--- config.mk ---
export PLATFORM = sky130hd
export DESIGN_NAME = cssc_top
export DESIGN_NICKNAME = d
export VERILOG_FILES = /design/src/hw/cssc_pkg.sv /design/src/hw/cssc_top.sv
export VERILOG_INCLUDE_DIRS = /design/src /design/src/hw
export SDC_FILE = /design/constraint.sdc
export NUM_CORES = 1
export LEC_CHECK = 0
export ABC_CLOCK_PERIOD_IN_PS = 1750
export BUFFER_PORTS_ARGS = -buffer_cell sky130_fd_sc_hd__buf_2
export CAP_MARGIN = 40
export CORE_UTILIZATION = 55
export CTS_BUF_LIST = sky130_fd_sc_hd__clkbuf_16
export DETAILED_ROUTE_END_ITERATION = 12
export PLACE_DENSITY = 0.83
export SYNTH_ARGS = -nofsm -noshare
export SYNTH_HDL_FRONTEND = slang
export SYNTH_SLANG_ARGS = --single-unit
--- constraint.sdc ---
create_clock -name sys_clk_i -period 1.75 [get_ports sys_clk_i]
set_input_delay 0.35 -clock sys_clk_i [delete_from_list [all_inputs] [get_ports sys_clk_i]]
set_output_delay 0.35 -clock sys_clk_i [all_outputs]
set_load 0.01 [all_outputs]
--- src/hw/cssc_defines.svh ---
// Constants of the configurable stage stepper control block
// Functional notes
// - Four HS, four LS; bridge mode default
// - Individual mode allows paired low-side paralleling
// - Pair bits unchecked; controller writes both alike
// - Two HS stages held through crank dip
// - Crank hold enabled per stage, config seven
// - Any crank-hold enable forces individual mode
// - Enable low turns every bridge stage off
// - One step per strobe 0-to-1 write only
// - Direction one walks the forward sequence
// - Direction zero walks the reverse sequence
// - Power-on position is sequence state one
// - Never HS and LS of one half-bridge; only bridge mode enforces it, individual stage bits go out unchecked
// - Direction with strobe steps old direction
// - Enable with strobe ignores the strobe
// - Full H-bridge pairs in bridge mode, no half-bridges
// - Stages usable singly, same-type paralleling allowed
`ifndef CSSC_DEFINES_SVH
`define CSSC_DEFINES_SVH
// ----------------------------------------
// Register offsets
// ----------------------------------------
`define CSSC_MOTOR_OFS    4'h0
`define CSSC_ARRANGE_OFS  4'h1
`define CSSC_STAGE_OFS    4'h2
`define CSSC_CONF7_OFS    4'h7
`define CSSC_STATUS_OFS   4'h8
// ----------------------------------------
// Field positions
// ----------------------------------------
`define CSSC_EN_BIT       0
`define CSSC_DIR_BIT      1
`define CSSC_STROBE_BIT   2
`define CSSC_ARR_BIT      0
`define CSSC_PAIR1_BIT    1
`define CSSC_PAIR2_BIT    2
`define CSSC_HOLD_A_BIT   0
`define CSSC_HOLD_B_BIT   1
`define CSSC_HS1A_IDX     0
`define CSSC_HS2A_IDX     4
// ----------------------------------------
// Reset values
// ----------------------------------------
`define CSSC_MOTOR_RST    3'h0
`define CSSC_ARRANGE_RST  3'h0
`define CSSC_STAGE_RST    8'h00
`define CSSC_CONF7_RST    2'h0
// ----------------------------------------
// Timing
// ----------------------------------------
`define CSSC_CLK_MHZ      10
`define CSSC_HOLD_US      1000
`define CSSC_HOLD_CYC     (`CSSC_HOLD_US * `CSSC_CLK_MHZ)
`endif

--- src/hw/cssc_pkg.sv ---
// Types of the configurable stage stepper control block
package cssc_pkg;
   // Step positions in forward order
   typedef enum logic [1:0] {POS_1, POS_2, POS_3, POS_4} cssc_pos_t;
endpackage

--- src/hw/cssc_top.sv ---
// Configurable stage stepper control: registers, stepper, crank hold
`timescale 1ns/1ps
`include "cssc_defines.svh"
module cssc_top
#(
   parameter int unsigned HOLD_CYCLES = `CSSC_HOLD_CYC
)
(
   input  wire logic       sys_clk_i,
   input  wire logic       reset_n_i,
   input  wire logic [3:0] addr_i,
   input  wire logic [7:0] wdata_i,
   input  wire logic       wr_i,
   input  wire logic       rd_i,
   input  wire logic       supply_reset_n_i,
   output logic      [7:0] rdata_o,
   output logic            br1_hs_a_o,
   output logic            br1_ls_a_o,
   output logic            br1_hs_b_o,
   output logic            br1_ls_b_o,
   output logic            br2_hs_a_o,
   output logic            br2_hs_b_o,
   output logic            br2_ls_a_o,
   output logic            br2_ls_b_o
);
   // ----------------------------------------
   // Helpers
   // ----------------------------------------
   // Next position in either direction
   function automatic cssc_pkg::cssc_pos_t step_pos(
      input cssc_pkg::cssc_pos_t pos,
      input logic                dir
   );
      cssc_pkg::cssc_pos_t r;
      r = pos;
      case (pos)
         cssc_pkg::POS_1: r = dir ? cssc_pkg::POS_2 : cssc_pkg::POS_4;
         cssc_pkg::POS_2: r = dir ? cssc_pkg::POS_3 : cssc_pkg::POS_1;
         cssc_pkg::POS_3: r = dir ? cssc_pkg::POS_4 : cssc_pkg::POS_2;
         cssc_pkg::POS_4: r = dir ? cssc_pkg::POS_1 : cssc_pkg::POS_3;
         default:         r = cssc_pkg::POS_1;
      endcase
      return r;
   endfunction

   // ----------------------------------------
   // Supply reset synchroniser
   // ----------------------------------------
   logic        srst_meta;
   logic        srst_sync;
   logic        srst_prev;

   // Pin comes from another domain: two flops first
   always_ff @(posedge sys_clk_i or negedge reset_n_i)
   begin
      if (!reset_n_i)
      begin
         srst_meta <= 1'b1;
         srst_sync <= 1'b1;
         srst_prev <= 1'b1;
      end
      else
      begin
         srst_meta <= supply_reset_n_i;
         srst_sync <= srst_meta;
         srst_prev <= srst_sync;
      end
   end

   logic        srst_fall;
   assign srst_fall = srst_prev & ~srst_sync;

   // ----------------------------------------
   // Register file and stepper
   // ----------------------------------------
   logic                motor_en;
   logic                motor_dir;
   logic                motor_strobe;
   logic                arr_sel;
   logic                pair1;
   logic                pair2;
   logic [7:0]          stage;
   logic [1:0]          hold_en;
   cssc_pkg::cssc_pos_t pos;
   logic                hold_run;
   logic [15:0]         hold_cnt;
   logic                resumed;
   logic                next_motor_en;
   logic                next_motor_dir;
   logic                next_motor_strobe;
   logic                next_arr_sel;
   logic                next_pair1;
   logic                next_pair2;
   logic [7:0]          next_stage;
   logic [1:0]          next_hold_en;
   cssc_pkg::cssc_pos_t next_pos;
   logic                next_hold_run;
   logic [15:0]         next_hold_cnt;
   logic                next_resumed;
   logic                wr_motor;
   logic                wr_stage;
   logic                new_en;
   logic                new_strobe;

   assign wr_motor   = wr_i && (addr_i == `CSSC_MOTOR_OFS);
   assign wr_stage   = wr_i && (addr_i == `CSSC_STAGE_OFS);
   assign new_en     = wdata_i[`CSSC_EN_BIT];
   assign new_strobe = wdata_i[`CSSC_STROBE_BIT];

   // Register writes, stepping and crank hold timing
   always_comb
   begin
      next_motor_en     = motor_en;
      next_motor_dir    = motor_dir;
      next_motor_strobe = motor_strobe;
      next_arr_sel      = arr_sel;
      next_pair1        = pair1;
      next_pair2        = pair2;
      next_stage        = stage;
      next_hold_en      = hold_en;
      next_pos          = pos;
      next_hold_run     = hold_run;
      next_hold_cnt     = hold_cnt;
      next_resumed      = resumed;
      if (wr_motor)
      begin
         next_motor_en  = new_en;
         next_motor_dir = wdata_i[`CSSC_DIR_BIT];
         // Enable change in the frame swallows the strobe
         if (new_en == motor_en)
         begin
            next_motor_strobe = new_strobe;
            // Edge found against the stored strobe; old dir used
            if (motor_en && !motor_strobe && new_strobe)
               next_pos = step_pos(pos, motor_dir);
         end
      end
      if (wr_i && (addr_i == `CSSC_ARRANGE_OFS))
      begin
         next_arr_sel = wdata_i[`CSSC_ARR_BIT];
         next_pair1   = wdata_i[`CSSC_PAIR1_BIT];
         next_pair2   = wdata_i[`CSSC_PAIR2_BIT];
      end
      if (wr_i && (addr_i == `CSSC_CONF7_OFS))
         next_hold_en = wdata_i[1:0];
      // Stage bits go straight out; pairs are not cross-checked
      if (wr_stage)
         next_stage = wdata_i;
      // Hold window opens at the supply reset falling edge
      if (srst_fall && (hold_en != 2'h0))
      begin
         next_hold_run = 1'b1;
         next_hold_cnt = 16'h0000;
         next_resumed  = 1'b0;
      end
      else if (hold_run)
      begin
         if (wr_stage)
            next_resumed = 1'b1;
         if (hold_cnt >= 16'(HOLD_CYCLES - 1))
         begin
            next_hold_run = 1'b0;
            // Controller never came back: drop the held stages
            if (!(resumed || wr_stage))
            begin
               if (hold_en[`CSSC_HOLD_A_BIT])
                  next_stage[`CSSC_HS1A_IDX] = 1'b0;
               if (hold_en[`CSSC_HOLD_B_BIT])
                  next_stage[`CSSC_HS2A_IDX] = 1'b0;
            end
         end
         else
            next_hold_cnt = hold_cnt + 16'h0001;
      end
   end

   always_ff @(posedge sys_clk_i or negedge reset_n_i)
   begin
      if (!reset_n_i)
      begin
         motor_en     <= 1'(`CSSC_MOTOR_RST >> `CSSC_EN_BIT);
         motor_dir    <= 1'(`CSSC_MOTOR_RST >> `CSSC_DIR_BIT);
         motor_strobe <= 1'(`CSSC_MOTOR_RST >> `CSSC_STROBE_BIT);
         arr_sel      <= 1'(`CSSC_ARRANGE_RST >> `CSSC_ARR_BIT);
         pair1        <= 1'(`CSSC_ARRANGE_RST >> `CSSC_PAIR1_BIT);
         pair2        <= 1'(`CSSC_ARRANGE_RST >> `CSSC_PAIR2_BIT);
         stage        <= `CSSC_STAGE_RST;
         hold_en      <= `CSSC_CONF7_RST;
         pos          <= cssc_pkg::POS_1;
         hold_run     <= 1'b0;
         hold_cnt     <= 16'h0000;
         resumed      <= 1'b0;
      end
      else
      begin
         motor_en     <= next_motor_en;
         motor_dir    <= next_motor_dir;
         motor_strobe <= next_motor_strobe;
         arr_sel      <= next_arr_sel;
         pair1        <= next_pair1;
         pair2        <= next_pair2;
         stage        <= next_stage;
         hold_en      <= next_hold_en;
         pos          <= next_pos;
         hold_run     <= next_hold_run;
         hold_cnt     <= next_hold_cnt;
         resumed      <= next_resumed;
      end
   end

   // ----------------------------------------
   // Stage drive
   // ----------------------------------------
   logic       bridge_mode;
   logic       ph1;
   logic       ph2;
   logic [7:0] drive;
   logic [7:0] next_drive;

   // Crank-hold enables outrank the arrangement bit
   assign bridge_mode = !arr_sel && (hold_en == 2'h0);
   // Phase 0 of bridge one: hs_a+ls_b; of bridge two: hs_b+ls_a
   assign ph1 = pos[1];
   assign ph2 = pos[1] ^ pos[0];

   // Bridge mode drives both full bridges as a pair; otherwise the stage bits go out singly
   always_comb
   begin
      next_drive = stage;
      if (bridge_mode)
      begin
         next_drive = 8'h00;
         if (motor_en)
         begin
            next_drive[0] = !ph1;
            next_drive[3] = !ph1;
            next_drive[2] = ph1;
            next_drive[1] = ph1;
            next_drive[5] = !ph2;
            next_drive[6] = !ph2;
            next_drive[4] = ph2;
            next_drive[7] = ph2;
         end
         // Belt and braces: kill any same-leg overlap; diagonals are the legal pairs
         if (next_drive[0] && next_drive[1])
            next_drive[1:0] = 2'b00;
         if (next_drive[2] && next_drive[3])
            next_drive[3:2] = 2'b00;
         // Bridge two legs: hs_a with ls_a, hs_b with ls_b
         if (next_drive[4] && next_drive[6])
         begin
            next_drive[4] = 1'b0;
            next_drive[6] = 1'b0;
         end
         if (next_drive[5] && next_drive[7])
         begin
            next_drive[5] = 1'b0;
            next_drive[7] = 1'b0;
         end
      end
   end

   always_ff @(posedge sys_clk_i or negedge reset_n_i)
   begin
      if (!reset_n_i)
         drive <= 8'h00;
      else
         drive <= next_drive;
   end

   assign br1_hs_a_o = drive[0];
   assign br1_ls_a_o = drive[1];
   assign br1_hs_b_o = drive[2];
   assign br1_ls_b_o = drive[3];
   assign br2_hs_a_o = drive[4];
   assign br2_hs_b_o = drive[5];
   assign br2_ls_a_o = drive[6];
   assign br2_ls_b_o = drive[7];

   // ----------------------------------------
   // Read port
   // ----------------------------------------
   logic [7:0] next_rdata;

   // Data only in the cycle after the strobe; zero otherwise
   always_comb
   begin
      next_rdata = 8'h00;
      if (rd_i)
      begin
         case (addr_i)
            `CSSC_MOTOR_OFS:   next_rdata = {5'h00, motor_strobe, motor_dir, motor_en};
            `CSSC_ARRANGE_OFS: next_rdata = {5'h00, pair2, pair1, arr_sel};
            `CSSC_STAGE_OFS:   next_rdata = stage;
            `CSSC_CONF7_OFS:   next_rdata = {6'h00, hold_en};
            `CSSC_STATUS_OFS:  next_rdata = {4'h0, resumed, hold_run, bridge_mode, 1'b0} |
                                            {6'h00, pos} << 4;
            default:           next_rdata = 8'h00;
         endcase
      end
   end

   always_ff @(posedge sys_clk_i or negedge reset_n_i)
   begin
      if (!reset_n_i)
         rdata_o <= 8'h00;
      else
         rdata_o <= next_rdata;
   end
endmodule

* Word level (Yosys, flattened, before mapping) *
Index checks and enable logic that the tools add are counted.

storage, ports and cells
  flip-flop bits (word level) = 55

operators by class
  mux-type cells = 36
  magnitude comparators = 1
  reduce and logical (&&, ||, !) cells = 27
  add/sub/neg operators = 1
  bitwise logic cells = 4
  equality and inequality tests = 9

operator list
  operator                                                                 count
  16-bit two-way mux                                                       3
  8-bit one-hot mux with 5 select lines                                    1
  8-bit two-way mux                                                        4
  1-bit two-way mux                                                        20
  16-bit by 1-bit adder with 16-bit output, second input constant          1
  16-bit by 14-bit >= comparator with 1-bit output, second input constant  1
  1-bit logical AND                                                        12
  2-bit two-way mux                                                        6
  2-bit one-hot mux with 4 select lines                                    1
  4-bit by 6-bit OR with 6-bit output                                      1
  2-bit AND reduction                                                      3
  2-bit nonzero test                                                       3
  5-bit two-way mux                                                        1
  2-bit equality test, second input constant                               2
  4-bit by 1-bit equality test with 1-bit output, second input constant    1
  4-bit by 2-bit equality test with 1-bit output, second input constant    1
  4-bit by 3-bit equality test with 1-bit output, second input constant    1
  4-bit equality test, second input constant                               1
  1-bit logical NOT                                                        4
  2-bit logical NOT                                                        2
  4-bit logical NOT                                                        1
  3-bit AND reduction                                                      1
  2-bit by 1-bit equality test with 1-bit output, second input constant    1
  2-bit inequality test, second input constant                             1
  5 further kinds                                                          5

* Logic depth before layout (Yosys ltp) *
  word-level depth = 8
  gate-level depth with buffers = 6

* Least setup slack after synthesis *
OpenSTA, ideal clock, no wires.

  path type = reg-to-reg
  from = register hold_cnt[0]
  to = register hold_cnt[4]
  path buffers = 0
  arrival = 1.442 ns
  stages on the path, launching flop included = 7
  clock period less this slack = 1.581 ns
  slack = 0.169 ns
  path through = dfrtp_1 > ha_1 > nand3_1 > nand2_2 > a211oi_1 > xnor2_1 > nor2_1

on the way
  cells in the longest elaborated chain, start to end = 4

RTL lines
  item                                      RTL line         source
  from (decl)                               cssc_top.sv:86   logic [15:0] hold_cnt;
  from (signal assigned)                    cssc_top.sv:206  hold_cnt <= next_hold_cnt;
  16-bit by 1-bit adder with 16-bit output  cssc_top.sv:173  next_hold_cnt = hold_cnt + 16'h0001;
  16-bit two-way mux                        cssc_top.sv:160  if (hold_cnt >= 16'(HOLD_CYCLES - 1))
  16-bit two-way mux                        cssc_top.sv:156  else if (hold_run)
  16-bit two-way mux                        cssc_top.sv:150  if (srst_fall && (hold_en != 2'h0))

Parallel ways exist; a longest one is shown, timed or not. The select of a mux whose other input is x is not followed.
A chain may end at the register's enable or synchronous reset.

* Worst setup path in the final report *
  from = register hold_cnt[8]
  to = register hold_cnt[10]

The elaborated chain is that of the path after synthesis.

==> summary.md <==
| Metric | Value |
|---|---|
| Initial antenna violation count | 0 |
| Global router's overall resource usage | 0.234 |
| Netlist Area Pre-Place | 2560 um^2 |
| CP arrival | about 1.8 ns |
| Net load switching power | 1010 uW |
| Placed wire-length estimate after detailed placement | about 3700 um |
| Count of distinct cell types in the synthesized netlist | 50 |
| Count of TritonRoute iterations in the first routing pass | 5 |
| Wire length of the first global-routing pass | around 8800 um |
| Chip width | 70.2 um |
| Crit end category | flip-flop |
| Synth Net Count | 252 |
| Worst skew pair latency | 0.30 ns |
| Cells on worst reg2reg path | 6 |
| Die outline height | 70.2 um |
| Ys Warns | 0 |
| Clock tree from TritonCTS | done |
| Seq/Total Area, Yosys | 0.540 |
| Kind of launch point of the worst setup path | flip-flop |
| Most common cell after layout, fill and taps aside | dfrtp_1 |
| N_diodes | 0 |
| Num CTS Buffers | 5 |
| Layout Nets | 296 |
| Largest clock skew in the final design | 0.00592 ns |
| Final Hold Viols | 0 |
| Area of the die | 4920 um^2 |
| Total of max-cap violations | 0 |
| Run status | finished, final reports clean |
| Crit Path Class | reg2reg |
| Count of pins over their slew limit | 0 |
| CTS Root Buffer Type | clkbuf_16 |
| Largest fanout on the critical path | 12 |
| DRC | 0 |
| Slew HR | 0.668 |
| DRC violation total after the first TritonRoute iteration | 183 |
| Gpl congestion | between 0.8 and 0.9 |
| Final worst path period need | between 1.5 and 2 ns |
| RSZ-0062 raised after global routing | false |
| Number of buffer cells added on primary ports | 32 |
| Start of the worst register-to-register path | hold_cnt[8]$_DFFE_PN0P_ |
| Clock network fraction of total power | 0.352 |
| Boundary Pins | 33 |
| Number of vias per cell after detailed routing | slightly below 6 |
| Max frequency | 607 MHz |
| Number of vias after detailed routing | 1910 |
| GR Overflow Total | 0 |
| Most frequent cells in the layout | 52 x dfrtp_1, 32 x buf_2, 29 x nor2_1, 25 x nand2_1, 12 x xnor2_1 |
| Leading register cell type out of synthesis | dfrtp_1 |
| Internal power | 2600 uW |
| Remaining number of nets flagged by the antenna check after routing | 0 |
| Maximum number of pins on one net before global-route repair | 36 |
| Clock edge transition at the registers on the reported setup and hold paths | 0.07 ns |
| Leakage dissipation | ~0.0015 uW |
| Via count of the first global-routing pass | 1792 |
| Combinational group share of total power | 0.188 |
| Count of standard-cell rows | 24 |
| TritonCTS Sinks | 55 |
| Peak supply drop | around 0.73 mV |
| Fraction of power spent switching nets | 0.280 |
| Post-synthesis cell count | 230 |
| Data required, critical path | between 1.5 and 2 ns |
| CTS hold repair buffers | 0 |
| Maximum clock path buffer count | 2 |
| Final Routed Wirelength | 5260 um |
| CTS H-tree depth | 2 |
| Post-Route Setup TNS | 0 ns |
| Proportion of layout cells with a drive suffix above 1 | 0.287 |
| Final setup viols | 0 |
| Mean Syn Cell Area | 11.1 um^2 |
| Hold slack final | 0.0143 ns |
| Area grow syn2layout | 18.8% |
| Worst reg2reg setup slack | ~0.1 ns |
| Core Box Area | 4410 um^2 |
| Sequential power share | 0.459 |
| Final cycle utilization of the critical path | 0.942 |
| Number of storage elements in the synthesis netlist | 55 |
| Min-Delay Path Class | in2async |
| Worst slew pin tran | 0.491 ns |
| Share of synthesized registers carrying an async set or reset | 1.00 |
| Initial Util | 0.579 |
| Power density over the cells | approximately 1200 nW/um^2 |
| Crit Reg-Reg Endpoint | hold_cnt[10]$_DFFE_PN0P_ |
| Number of flops mapped to enable cells by yosys | 0 |
| Routed wire per std cell | 16.1 um |
through the flow:
stage,utilization,setup WS [ns],area [um^2],total power (uW),std cells
after floorplan,-,0.169,2560,2090,230
after global placement,0.639,0.120,2820,2300,317
after detailed placement,0.639,0.0820,2820,2350,317
after CTS,0.683,0.0582,3010,3610,325
after global routing,0.688,0.0123,3040,3780,327
final,0.688,0.102,3040,3610,327
worst max-delay path by stage:
| stage | start | endpoint | cells after the start |
|---|---|---|---|
| after floorplan | hold_cnt[0]$_DFFE_PN0P_ | hold_cnt[4]$_DFFE_PN0P_ | 6 |
| after global placement | hold_cnt[8]$_DFFE_PN0P_ | hold_cnt[8]$_DFFE_PN0P_ | 5 |
| after detailed placement | hold_cnt[12]$_DFFE_PN0P_ | hold_cnt[8]$_DFFE_PN0P_ | 5 |
| after CTS | hold_cnt[12]$_DFFE_PN0P_ | hold_cnt[8]$_DFFE_PN0P_ | 5 |
| after global routing | hold_cnt[0]$_DFFE_PN0P_ | hold_cnt[12]$_DFFE_PN0P_ | 6 |
| final | hold_cnt[8]$_DFFE_PN0P_ | hold_cnt[10]$_DFFE_PN0P_ | 6 |
per-layer routing:
| metal | track usage | up-vias | routed length [um] |
|---|---|---|---|
| met5 | 0 | - | 0 |
| met4 | 0.0956 | 0 | 80 |
| met3 | 0.0563 | 7 | 303 |
| met2 | 0.338 | 68 | 2430 |
| met1 | 0.340 | 930 | 2450 |
| li1 | - | 905 | - |
kinds of logic after synthesis:
family,after synthesis,share of synthesized area
DFF,55,0.540
AOI/OAI and AO/OA,38,0.105
xor gates and xnor gates,13,0.0445
adders and majority gates,6,0.0284
muxes,12,0.0514
buffers and inverters,9,0.0191
and+or+nand+nor,97,0.212
critical path, cell delays in order, from the launching register on:
cell and delay [ns]:
dfrtp_1 0.42, and3_1 0.25, and4_4 0.24, buf_4 0.16
nor4_4 0.27, xnor2_1 0.14, nor2_1 0.05
synth_stat cells, types with 3 or more instances:
master | number | area share
dfrtp_1 | 52 | 0.51
a21oi_1 | 5 | 0.0098
nand2_1 | 25 | 0.037
and3_1 | 4 | 0.0098
nor2_2 | 3 | 0.0073
inv_1 | 4 | 0.0059
a22oi_1 | 3 | 0.0088
nand3_1 | 6 | 0.012
buf_2 | 3 | 0.0059
a22o_1 | 5 | 0.017
a211oi_1 | 6 | 0.018
nor4b_1 | 4 | 0.014
ha_1 | 5 | 0.024
mux2i_1 | 3 | 0.012
dfstp_2 | 3 | 0.031
and2_1 | 4 | 0.0098
a21o_1 | 4 | 0.012
o21ai_0 | 7 | 0.014
xnor2_1 | 12 | 0.041
nor2b_1 | 3 | 0.0073
nor2_1 | 29 | 0.043
mux2_2 | 9 | 0.040
state kept, by name, indices dropped and copies added, names as in the netlist:
name	flops
hold_cnt	16
drive	8
rdata_o	8
stage	8
hold_en	2
pos	2
arr_sel	1
hold_run	1
motor_dir	1
motor_en	1
motor_strobe	1
pair1	1
pair2	1
resumed	1
srst_meta	1
srst_prev	1
srst_sync	1
power by group through the flow:
stage | Clock (uW) | Sequential [uW] | Combinational [uW]
2_1_floorplan | 0 | 1660 | 433
3_3_place_gp | 0 | 1660 | 645
3_5_place_dp | 0 | 1670 | 676
4_1_cts | 1280 | 1650 | 682
5_1_grt | 1340 | 1680 | 762
6_report | 1270 | 1660 | 681
timing repair:
action	CTS	global route
setup buffers	0	2
gates resized for setup	0	2
setup endpoints to repair	0	8
layout make-up:
type | instances | area (um^2)
clock buffers | 5 | 125
clock inverters | 3 | 67.6
fillers | 318 | 1380
inverters | 4 | 15.0
multi-input cells | 166 | 1140
flip-flops and latches | 55 | 1380
well taps | 52 | 65.1
repair buffers | 42 | 248
(Power assumes the default switching activity.)
